--- src/ident_pkg.sv ---
// constants for the identification word block
package ident_pkg;
	localparam int unsigned WORD_W = 16;
	localparam int unsigned ADDR_W = 8;
	localparam int unsigned STR_SERIAL_W = 10;
	localparam int unsigned STR_FW_W = 4;
	localparam int unsigned STR_MODEL_W = 20;
	// word indices
	localparam logic [7:0] W_CONFIG = 8'h00;
	localparam logic [7:0] W_SERIAL = 8'h0a;
	localparam logic [7:0] W_FW = 8'h17;
	localparam logic [7:0] W_MODEL = 8'h1b;
	localparam logic [7:0] W_MULT_MAX = 8'h2f;
	localparam logic [7:0] W_TRUSTED = 8'h30;
	localparam logic [7:0] W_CAP0 = 8'h31;
	localparam logic [7:0] W_CAP1 = 8'h32;
	localparam logic [7:0] W_VALID = 8'h35;
	localparam logic [7:0] W_SANITIZE = 8'h3b;
	localparam logic [7:0] W_SECT_LO = 8'h3c;
	localparam logic [7:0] W_SECT_HI = 8'h3d;
	localparam logic [7:0] W_MDMA = 8'h3f;
	localparam logic [7:0] W_PIO = 8'h40;
	localparam logic [7:0] W_MDMA_MIN = 8'h41;
	localparam logic [7:0] W_MDMA_REC = 8'h42;
	localparam logic [7:0] W_PIO_MIN = 8'h43;
	localparam logic [7:0] W_PIO_RDY = 8'h44;
	localparam logic [7:0] W_ADDL = 8'h45;
	localparam logic [7:0] W_QUEUE = 8'h4b;
	// fixed word values
	localparam logic [15:0] V_MULT_MAX = 16'h8010;
	localparam logic [15:0] V_TRUSTED = 16'h4001;
	localparam logic [15:0] V_CAP0 = 16'h2f00;
	localparam logic [15:0] V_CAP1 = 16'h4001;
	localparam logic [15:0] V_VALID = 16'h0006;
	localparam logic [15:0] V_SANITIZE_FIX = 16'he000;
	localparam logic [15:0] V_MDMA_SUP = 16'h0007;
	localparam logic [15:0] V_PIO = 16'h0003;
	localparam logic [15:0] V_CYCLE = 16'h0078;
	localparam logic [15:0] V_ADDL = 16'h4000;
	localparam logic [15:0] V_QUEUE = 16'h001f;
	// field positions
	localparam int unsigned B_SANITIZE = 12;
	localparam int unsigned B_MULT_VALID = 8;
	localparam int unsigned B_MDMA_SEL = 8;
	// sector counts per capacity
	localparam logic [31:0] SECT_CAP0 = 32'h0df9_4bb0;
	localparam logic [31:0] SECT_CAP1 = 32'h1bf2_44b0;
	localparam logic [31:0] SECT_CAP2 = 32'h37e4_36b0;
	localparam logic [31:0] SECT_CAP3 = 32'h5d26_ceb0;
	// control register reset values
	localparam logic [7:0] RST_MULT = 8'h10;
	localparam logic [2:0] RST_MDMA = 3'h0;
	localparam logic [1:0] RST_CAP = 2'h0;
	// register port addresses
	localparam logic [7:0] R_CTRL = 8'h80;
	localparam logic [7:0] R_STRING = 8'h81;
	localparam logic [7:0] R_STATUS = 8'h82;
	// control and status field positions, string store size and reset word
	localparam int unsigned C_MULT = 0;
	localparam int unsigned C_MDMA = 8;
	localparam int unsigned C_TRUST = 11;
	localparam int unsigned C_CAP = 12;
	localparam int unsigned C_SNAP = 15;
	localparam int unsigned S_STR_IDX = 5;
	localparam int unsigned STR_WORDS = 34;
	localparam logic [7:0] SNAP_PEND = 8'h01;
	localparam logic [15:0] RST_STR = 16'h2020;
endpackage : ident_pkg

--- src/string_if.sv ---
// string store access between the top and the store
`timescale 1ns/1ps
interface string_if;
	logic we;
	logic [5:0] waddr;
	logic [15:0] wdata;
	logic [5:0] raddr;
	logic [15:0] rdata;
	modport owner (output we, output waddr, output wdata, output raddr, input rdata);
	modport store (input we, input waddr, input wdata, input raddr, output rdata);
endinterface : string_if

--- src/ident_string_store.sv ---
// ascii string words: serial, firmware and model
`timescale 1ns/1ps
module ident_string_store (
	// clock and reset
	input wire logic clk,
	input wire logic rst,
	// access
	string_if.store port
);
	import ident_pkg::*;
	typedef struct packed {
		logic [ident_pkg::STR_WORDS-1:0][15:0] mem;
	} store_s;
	store_s s_q;
	store_s s_d;
	always_comb begin
		s_d = s_q;
		if (port.we && port.waddr < 6'(STR_WORDS)) begin
			s_d.mem[port.waddr] = port.wdata;
		end
	end
	always_ff @(posedge clk or posedge rst) begin
		if (rst) begin
			s_q <= '{mem: {STR_WORDS{RST_STR}}};
		end else begin
			s_q <= s_d;
		end
	end
	assign port.rdata = (port.raddr < 6'(STR_WORDS)) ? s_q.mem[port.raddr] : RST_STR;
endmodule : ident_string_store

--- src/ident_words.sv ---
`timescale 1ns/1ps
// identification data block, words 0 to 75, over a plain register port
// Summary of operation
// - word 47 reads 8010h: 80h upper, max 10h sectors per block
// - word 59 low byte is multiple count from the snapshot, bit 8 flags valid
// - word 48 reads 4001h: bit 14 set, trusted feature supported
// - word 49 bit 13 set: standard standby timer values
// - word 49 sets bits 11,10,9,8; low byte zero
// - word 50 reads 4001h: bit 14 set, bit 0 set
// - word 53 bit 2 set, word 88 valid; upper bits zero
// - word 53 bit 1 set, words 64 to 70 valid
// - word 59 bits 15,14,13 set for erase commands; bits 11-9 zero
// - word 59 bit 12 set unless trusted security mode enabled in the snapshot
// - words 60-61 give sector count of selected capacity, low word first
// - word 63 bits 10,9,8 show dma mode 2,1,0 from the snapshot; reset zero
// - word 63 bits 2,1,0 set; bits 15-11 zero
// - word 64 reads 0003h
// - words 65 and 66 read 0078h
// - words 67 and 68 read 0078h
// - word 69 bit 14 set, bit 15 clear
// - words 10-19 hold the 20-character serial number
// - words 23-26 firmware, words 27-46 model string
// - word 75 reads 001fh
module ident_words (
	// clock and reset
	input wire logic clk,
	input wire logic rst,
	// register port
	input wire logic [ident_pkg::ADDR_W-1:0] addr,
	input wire logic [ident_pkg::WORD_W-1:0] wdata,
	input wire logic wr,
	input wire logic rd,
	output logic [ident_pkg::WORD_W-1:0] rdata
);
	import ident_pkg::*;

	typedef struct packed {
		logic [7:0] mult;
		logic [2:0] mdma;
		logic trust;
		logic [1:0] cap;
		logic [5:0] str_idx;
		// snapshot seen by the host
		logic [7:0] snap_mult;
		logic [2:0] snap_mdma;
		logic snap_trust;
		logic snap_pend;
		logic [15:0] rdata;
	} state_s;

	state_s s_q;
	state_s s_d;
	string_if sif ();

	logic [31:0] sect;
	logic [15:0] word_val;
	logic is_str;
	logic [5:0] str_addr;

	ident_string_store u_store (
		.clk(clk),
		.rst(rst),
		.port(sif.store)
	);

	// strings are written through an index register
	assign sif.we = wr && addr == R_STRING;
	assign sif.waddr = s_q.str_idx;
	assign sif.wdata = wdata;
	assign sif.raddr = str_addr;

	always_comb begin
		case (s_q.cap)
			2'h0: sect = SECT_CAP0;
			2'h1: sect = SECT_CAP1;
			2'h2: sect = SECT_CAP2;
			default: sect = SECT_CAP3;
		endcase
	end

	// map word index onto the string store
	always_comb begin
		is_str = 1'b0;
		str_addr = 6'h0;
		if (addr >= W_SERIAL && addr < W_SERIAL + 8'(STR_SERIAL_W)) begin
			is_str = 1'b1;
			str_addr = 6'(addr - W_SERIAL);
		end else if (addr >= W_FW && addr < W_FW + 8'(STR_FW_W)) begin
			is_str = 1'b1;
			str_addr = 6'(addr - W_FW + 8'(STR_SERIAL_W));
		end else if (addr >= W_MODEL && addr < W_MODEL + 8'(STR_MODEL_W)) begin
			is_str = 1'b1;
			str_addr = 6'(addr - W_MODEL + 8'(STR_SERIAL_W + STR_FW_W));
		end
	end

	always_comb begin
		word_val = 16'h0000;
		if (is_str) begin
			word_val = sif.rdata;
		end else begin
			case (addr)
				W_MULT_MAX: word_val = V_MULT_MAX;
				W_TRUSTED: word_val = V_TRUSTED;
				W_CAP0: word_val = V_CAP0;
				W_CAP1: word_val = V_CAP1;
				W_VALID: word_val = V_VALID;
				W_SANITIZE: begin
					word_val = V_SANITIZE_FIX;
					word_val[B_SANITIZE] = ~s_q.snap_trust;
					word_val[B_MULT_VALID] = 1'b1;
					word_val[7:0] = s_q.snap_mult;
				end
				W_SECT_LO: word_val = sect[15:0];
				W_SECT_HI: word_val = sect[31:16];
				W_MDMA: begin
					word_val = V_MDMA_SUP;
					word_val[B_MDMA_SEL +: 3] = s_q.snap_mdma;
				end
				W_PIO: word_val = V_PIO;
				W_MDMA_MIN: word_val = V_CYCLE;
				W_MDMA_REC: word_val = V_CYCLE;
				W_PIO_MIN: word_val = V_CYCLE;
				W_PIO_RDY: word_val = V_CYCLE;
				W_ADDL: word_val = V_ADDL;
				W_QUEUE: word_val = V_QUEUE;
				R_CTRL: begin
					word_val[C_MULT +: 8] = s_q.mult;
					word_val[C_MDMA +: 3] = s_q.mdma;
					word_val[C_TRUST] = s_q.trust;
					word_val[C_CAP +: 2] = s_q.cap;
				end
				R_STRING: word_val[5:0] = s_q.str_idx;
				R_STATUS: begin
					word_val[0] = s_q.snap_pend;
					word_val[S_STR_IDX +: 6] = s_q.str_idx;
				end
				default: word_val = 16'h0000;
			endcase
		end
	end

	always_comb begin
		s_d = s_q;
		s_d.rdata = 16'h0000;
		if (rd) begin
			s_d.rdata = word_val;
			// word 0 read opens a fresh block
			if (addr == W_CONFIG) begin
				s_d.snap_mult = s_q.mult;
				s_d.snap_mdma = s_q.mdma;
				s_d.snap_trust = s_q.trust;
				s_d.snap_pend = 1'b0;
			end
		end
		if (wr) begin
			case (addr)
				R_CTRL: begin
					s_d.mult = wdata[C_MULT +: 8];
					s_d.mdma = wdata[C_MDMA +: 3];
					s_d.trust = wdata[C_TRUST];
					s_d.cap = wdata[C_CAP +: 2];
					s_d.snap_pend = 1'b1;
					if (wdata[C_SNAP]) begin
						s_d.snap_mult = wdata[C_MULT +: 8];
						s_d.snap_mdma = wdata[C_MDMA +: 3];
						s_d.snap_trust = wdata[C_TRUST];
						s_d.snap_pend = 1'b0;
					end
				end
				R_STRING: s_d.str_idx = s_q.str_idx + 6'h1;
				R_STATUS: s_d.str_idx = wdata[S_STR_IDX +: 6];
				default: s_d.str_idx = s_q.str_idx;
			endcase
		end
	end

	always_ff @(posedge clk or posedge rst) begin
		if (rst) begin
			s_q <= '{mult: RST_MULT, mdma: RST_MDMA, trust: 1'b0, cap: RST_CAP,
				str_idx: 6'h0, snap_mult: RST_MULT, snap_mdma: RST_MDMA,
				snap_trust: 1'b0, snap_pend: 1'b0, rdata: 16'h0000};
		end else begin
			s_q <= s_d;
		end
	end

	assign rdata = s_q.rdata;
endmodule : ident_words

--- config.mk ---
export PLATFORM = sky130hd
export DESIGN_NAME = ident_words
export DESIGN_NICKNAME = d
export VERILOG_FILES = /design/src/ident_pkg.sv /design/src/string_if.sv /design/src/ident_string_store.sv /design/src/ident_words.sv
export SDC_FILE = /design/constraint.sdc
export NUM_CORES = 1
export LEC_CHECK = 0
export ABC_CLOCK_PERIOD_IN_PS = 23800
export BUFFER_PORTS_ARGS = -buffer_cell sky130_fd_sc_hd__clkbuf_2
export CAP_MARGIN = 15
export CORE_MARGIN = 3
export CORE_UTILIZATION = 63
export DETAILED_ROUTE_END_ITERATION = 6
export PLACE_DENSITY = 0.86
export REMOVE_ABC_BUFFERS = 1
export SLEW_MARGIN = 20
export SYNTH_ARGS = -nofsm -noshare
export SYNTH_HDL_FRONTEND = slang
export SYNTH_SLANG_ARGS = --single-unit
--- constraint.sdc ---
create_clock -name clk -period 23.8 [get_ports clk]
set_clock_uncertainty 0.15 [all_clocks]
set_input_delay 1.19 -clock clk [delete_from_list [all_inputs] [get_ports clk]]
set_output_delay 1.19 -clock clk [all_outputs]
set_load 0.01 [all_outputs]
* Word level (Yosys, flattened, before mapping)
Index checks and enable logic that the tools add are counted.
** Word-level totals
- Output and inout bits :: 16
- Word-level logic and storage cells :: 124
- Bits in registers :: 593
- Input port bits :: 28
** Operators by class
- Add/sub/neg operators :: 6
- Equality and inequality tests :: 21
- Order comparisons :: 11
- Reduce and logical (&&, ||, !) cells :: 15
- Bitwise operators :: 1
- Multiplexer cells :: 26
** Operators by type and width (number)
- $bwmux 544 :: 1
- $bmux 16 s6 :: 1
- $demux 16 s6 :: 1
- $pmux 31 s3 :: 1
- $eq 8x6->1 const B :: 9
- $mux 16 :: 4
- $eq 8x7->1 const B :: 7
- $mux 13 :: 4
- $pmux 4 s10 :: 1
- $pmux 5 s8 :: 1
- $mux 29 :: 1
- $eq 8x8->1 const B :: 3
- $mux 6 :: 3
- $ge 8x5->1 const B :: 2
- $lt 8x5->1 const B :: 2
- $pmux 3 s5 :: 1
- $lt 6x7->1 const B :: 2
- $pmux 1 s7 :: 2
- $add 6x4->6 const B :: 2
- $lt 6x6->1 const B :: 2
- $pmux 6 s2 :: 1
- $sub 6x5->6 const B :: 2
- $pmux 2 s5 :: 1
- $ge 8x4->1 const B :: 1
- 17 further kinds :: 25

* Depth between registers and ports, before layout
- Depth after elaboration :: 13
- Mapped depth :: 15
- Mapped depth without buffers :: 11

* By module
From an unflattened synthesis, not the netlist that was laid out.
** Second synthesis, totals
- Cells, all modules :: 1990
- Area total of the unflattened synthesis :: 28461.0 um2
** Modules (own cells, without submodules)
- ident_string_store :: area each 24975.2 um2, times used 1, sequential area each 13698.1 um2, cells an instance 1613
- ident_words :: area each 3485.8 um2, times used 1, sequential area each 1228.7 um2, cells an instance 377

* Worst setup path before layout
OpenSTA, ideal clock, no wires.
- Kind :: input to register
- Start :: input port addr[0] in the netlist's numbering
- End :: register s_q (netlist bit rdata[9])
- Slack :: 19402 ps
- Required time :: 23584 ps
- Buffers on the path :: 2
- Library setup time :: 66 ps
- Stages :: 13
- Arrival :: 4183 ps
- Cell sequence :: clkbuf_1 -> inv_1 -> ha_1 -> or3_1 -> and3_1 -> a21oi_1 -> o22ai_2 -> or4b_1 -> buf_2 -> a21oi_1 -> o221ai_1 -> o41ai_1 -> a31o_1
** RTL lines
- start: declaration :: RTL line ident_words.sv:29 : input wire logic [ident_pkg::ADDR_W-1:0] addr,
- end signal: assignment :: RTL line ident_words.sv:180 : s_q <= '{mult: RST_MULT, mdma: RST_MDMA, trust: 1'b0, cap: RST_CAP,
- end: declaration :: RTL line ident_words.sv:51 : state_s s_q;

==> metrics.md <==
| Metric | Value |
|---|---|
| Status | completed |
| Post-synth top flop | dfrtp_1 |
| First-pass GRT wire length | 128000 um |
| Largest area contributor in the netlist | dfrtp_1 |
| Post-layout instance area | approximately 31000 um2 |
| Share of layout cells above drive strength 1 | 0.364 |
| Worst EP required | 24.22 ns |
| Total gr overflow | 0 |
| DP HPWL | approximately 50000 um |
| Endpoints failing hold | 0 |
| Sequential element share of the synthesized area | 0.522 |
| Unique masters post-synth | 84 |
| Nets | 2325 |
| # Post-CTS Setup Buffers | 0 |
| Via density | 7.09 |
| Hold depth | 1 |
| YS warnings | 0 |
| Critical path peak fanout | between 60 and 70 |
| CTS tree | built |
| Die Y | 219 um |
| Number of synthesized flops with an enable pin | 0 |
| Period minus WS final | 6.07 ns |
| Post_cts resized | 0 |
| GR Util All Layers | 0.351 |
| Reg2reg start | s_q[35] |
| Chip width | 219 um |
| End of the worst hold path | u_store.s_q[320] |
| Clock slew seen by the registers of the worst setup and hold paths | around 0.07 ns |
| Multi-input logic area | between 10000 and 15000 um2 |
| Fin crit share | 0.255 |
| CP endpoint kind | register |
| Max-cap viol count | 0 |
| Root buffer cell | clkbuf_16 |
| Full die area | 48000 um2 |
| Antenna violations before repair | 3 |
| Worst endpoint data arrival time | 6.50 ns |
| Layout area overhead | 7.73% |
| RSZ-0062 raised after global routing | false |
| Total CTS buffers | 58 |
| Finish-stage setup viols | 0 |
| Number of fill cells in the layout | 2968 |
| Placed Cells | ~2800 |
| Routed Antenna Nets | 0 |
| GP Congestion | 0.923 |
| Reg2reg path depth | 9 |
| Max VDD drop | 59.8 uV |
| Number of clock sinks | 593 |
| Number of max-slew violations in the final report | 0 |
| Setup Crit Path Kind | in -> reg |
| Mapped Area | 28600 um2 |
| Seq cells post-synth | between 500 and 600 |
| Core area | about 45000 um2 |
| Reg-to-reg slack, setup | 20.78 ns |
| Async SR Flop Fraction | 1.00 |
| CTS Buffer Depth | 3 |
| Dpl cell area | 28800 um2 |
| Initial Utilization | 0.642 |
| Post-synthesis area per instance | 12.2 um2 |
| Worst-margin pin slew | 1.20 ns |
| H-tree Lvls | 2 |
| Worst r2r dst | rdata[12] |
| # DRC | 0 |
| Share of the synthesized area in the top cell type | 0.458 |
| Seq. cell area | 14900 um2 |
| Cell Count, Final, Fillers Out | 2919 |
| Dpl ws | 17.36 ns |
| Average wire per standard cell | slightly below 30 um |
| Vias | 20700 |
| Vias in the first global route | 21100 |
| Tot Pwr | approximately 2100 uW |
| PwrDens | 68.1 nW/um2 |
| ANT cells | 0 |
| Hold Crit Class | reg -> reg |
| IO Port Bufs | 43 |
| Clock Latency Late Sink | approximately 0.64 ns |
| IO Pins | 44 |
| Peak Freq | between 0.15 and 0.2 GHz |
| Initial DRC count | 2783 |
| Mapped Cells | ~2400 |
| Drt first pass iters | 6 |
| Leakage | 0.0145 uW |
| # rows | 77 |
| Largest net degree at the start of global routing | ~140 |
| Synth area leaders | dfrtp_1, mux2_2, dfstp_2, mux2i_1, nand2_1 |
| Hold_buf cts | 0 |
| CP Launch Type | primary input |
| WL final | 84100 um |
| Slew HR | 0.193 |
| Setup TNS | 0 ns |
| Slack of the critical path | 17.73 ns |
| HP Start | u_store.s_q[320] |
-- power breakdown --
part,internal [uW],total [uW],switching (uW)
clock network,553,953,400
registers,1010,1020,5.70
logic,25.8,123,97.3
total,1590,2100,503
-- sequential cells by signal (all words and copies together), names as in the netlist --
signal       cells
u_store.s_q    544
sif.waddr        6
s_q             27
rdata           16
-- synth_stat cells (9+ instances only) --
cell       count
dfstp_2       70
clkbuf_1     113
a22oi_1       22
o21ai_0       68
o221ai_1      24
o2111ai_1     19
nor2_1        67
a221o_1       10
a31oi_1       12
a211oi_1      15
nand2_1      209
o22ai_1        9
a211o_1        9
nand4_1       11
buf_4         29
and3_1        16
a21oi_1      141
inv_1         15
o211ai_1      18
ha_1          15
mux2i_1       94
nand3_1       27
buf_2         54
mux2_2       573
dfrtp_1      523
nor3_1        18
buf_6         13
a221oi_1      26
-- through the flow --
stage                     utilization  hold slack (ns)
final                           0.692            0.353
after global routing            0.692            0.362
after CTS                       0.691            0.355
after detailed placement        0.647            0.341
after global placement          0.647            0.323
after floorplan                     -            0.314
-- kinds of logic (layout without fill, tap and decap cells) --
family,after synthesis,count (layout),share of synthesized area
xor+xnor,4,4,0.00149
compound gates,437,437,0.104
mux,668,668,0.259
simple gates,404,404,0.0663
fa+ha+maj,15,15,0.00657
flops,593,593,0.522
buf+inv,231,206,0.0399
-- layout make-up --
cell class	count	share of cell area
Clock buffer	85	0.0557
Clock inverter	20	0.00825
Inverter	15	0.00207
Tap cell	592	0.0241
Multi-Input combinational cell	1528	0.407
Sequential cell	593	0.485
Timing Repair Buffer	86	0.0182
-- routing by layer --
| metal | wire [um] | part of all wire | vias up | global-route usage |
|---|---|---|---|---|
| li1 | - | - | 8424 | - |
| met3 | 9690 | 0.12 | 366 | 0.0822 |
| met2 | 37800 | 0.45 | 1404 | 0.545 |
| met5 | 30 | 0.00036 | - | 0 |
| met1 | 31600 | 0.38 | 10500 | 0.465 |
| met4 | 5010 | 0.060 | 4 | 0.179 |
-- cells in the final DEF (no fill, tap or decap), drive strengths merged, types with 26 or more instances in the layout --
cell type  netlist  final
mux2i           94     94
a21oi          142    142
dfrtp          523    523
dfstp           70     70
a221oi          26     26
nor2            69     69
mux2           574    574
nand2          211    211
o21ai           69     69
nand3           28     28
clkbuf         113    128
buf            103     43
-- how the worst max path moves through the flow --
stage	startpoint	end	slack (ns)
2_1_floorplan	rst	rdata[0]	5.98
3_3_place_gp	addr[0]	rdata[4]	17.41
3_5_place_dp	addr[0]	rdata[4]	17.36
4_1_cts	addr[0]	rdata[4]	17.99
5_1_grt	addr[0]	rdata[4]	17.63
6_report	addr[0]	rdata[4]	17.73
-- worst max-delay path, cell delays in order --
cell and delay [ns]:
clkbuf_2 0.27, inv_1 0.19, ha_1 0.32, or3_1 0.39
and3_1 0.22, o211ai_1 0.18, buf_4 0.41, a21boi_4 0.76
buf_4 0.79, a21oi_1 0.15, o21ai_0 0.12, a21oi_1 0.10
o41ai_1 1.05, a211o_1 0.27
No activity file was read; power rests on OpenSTA's default activity.
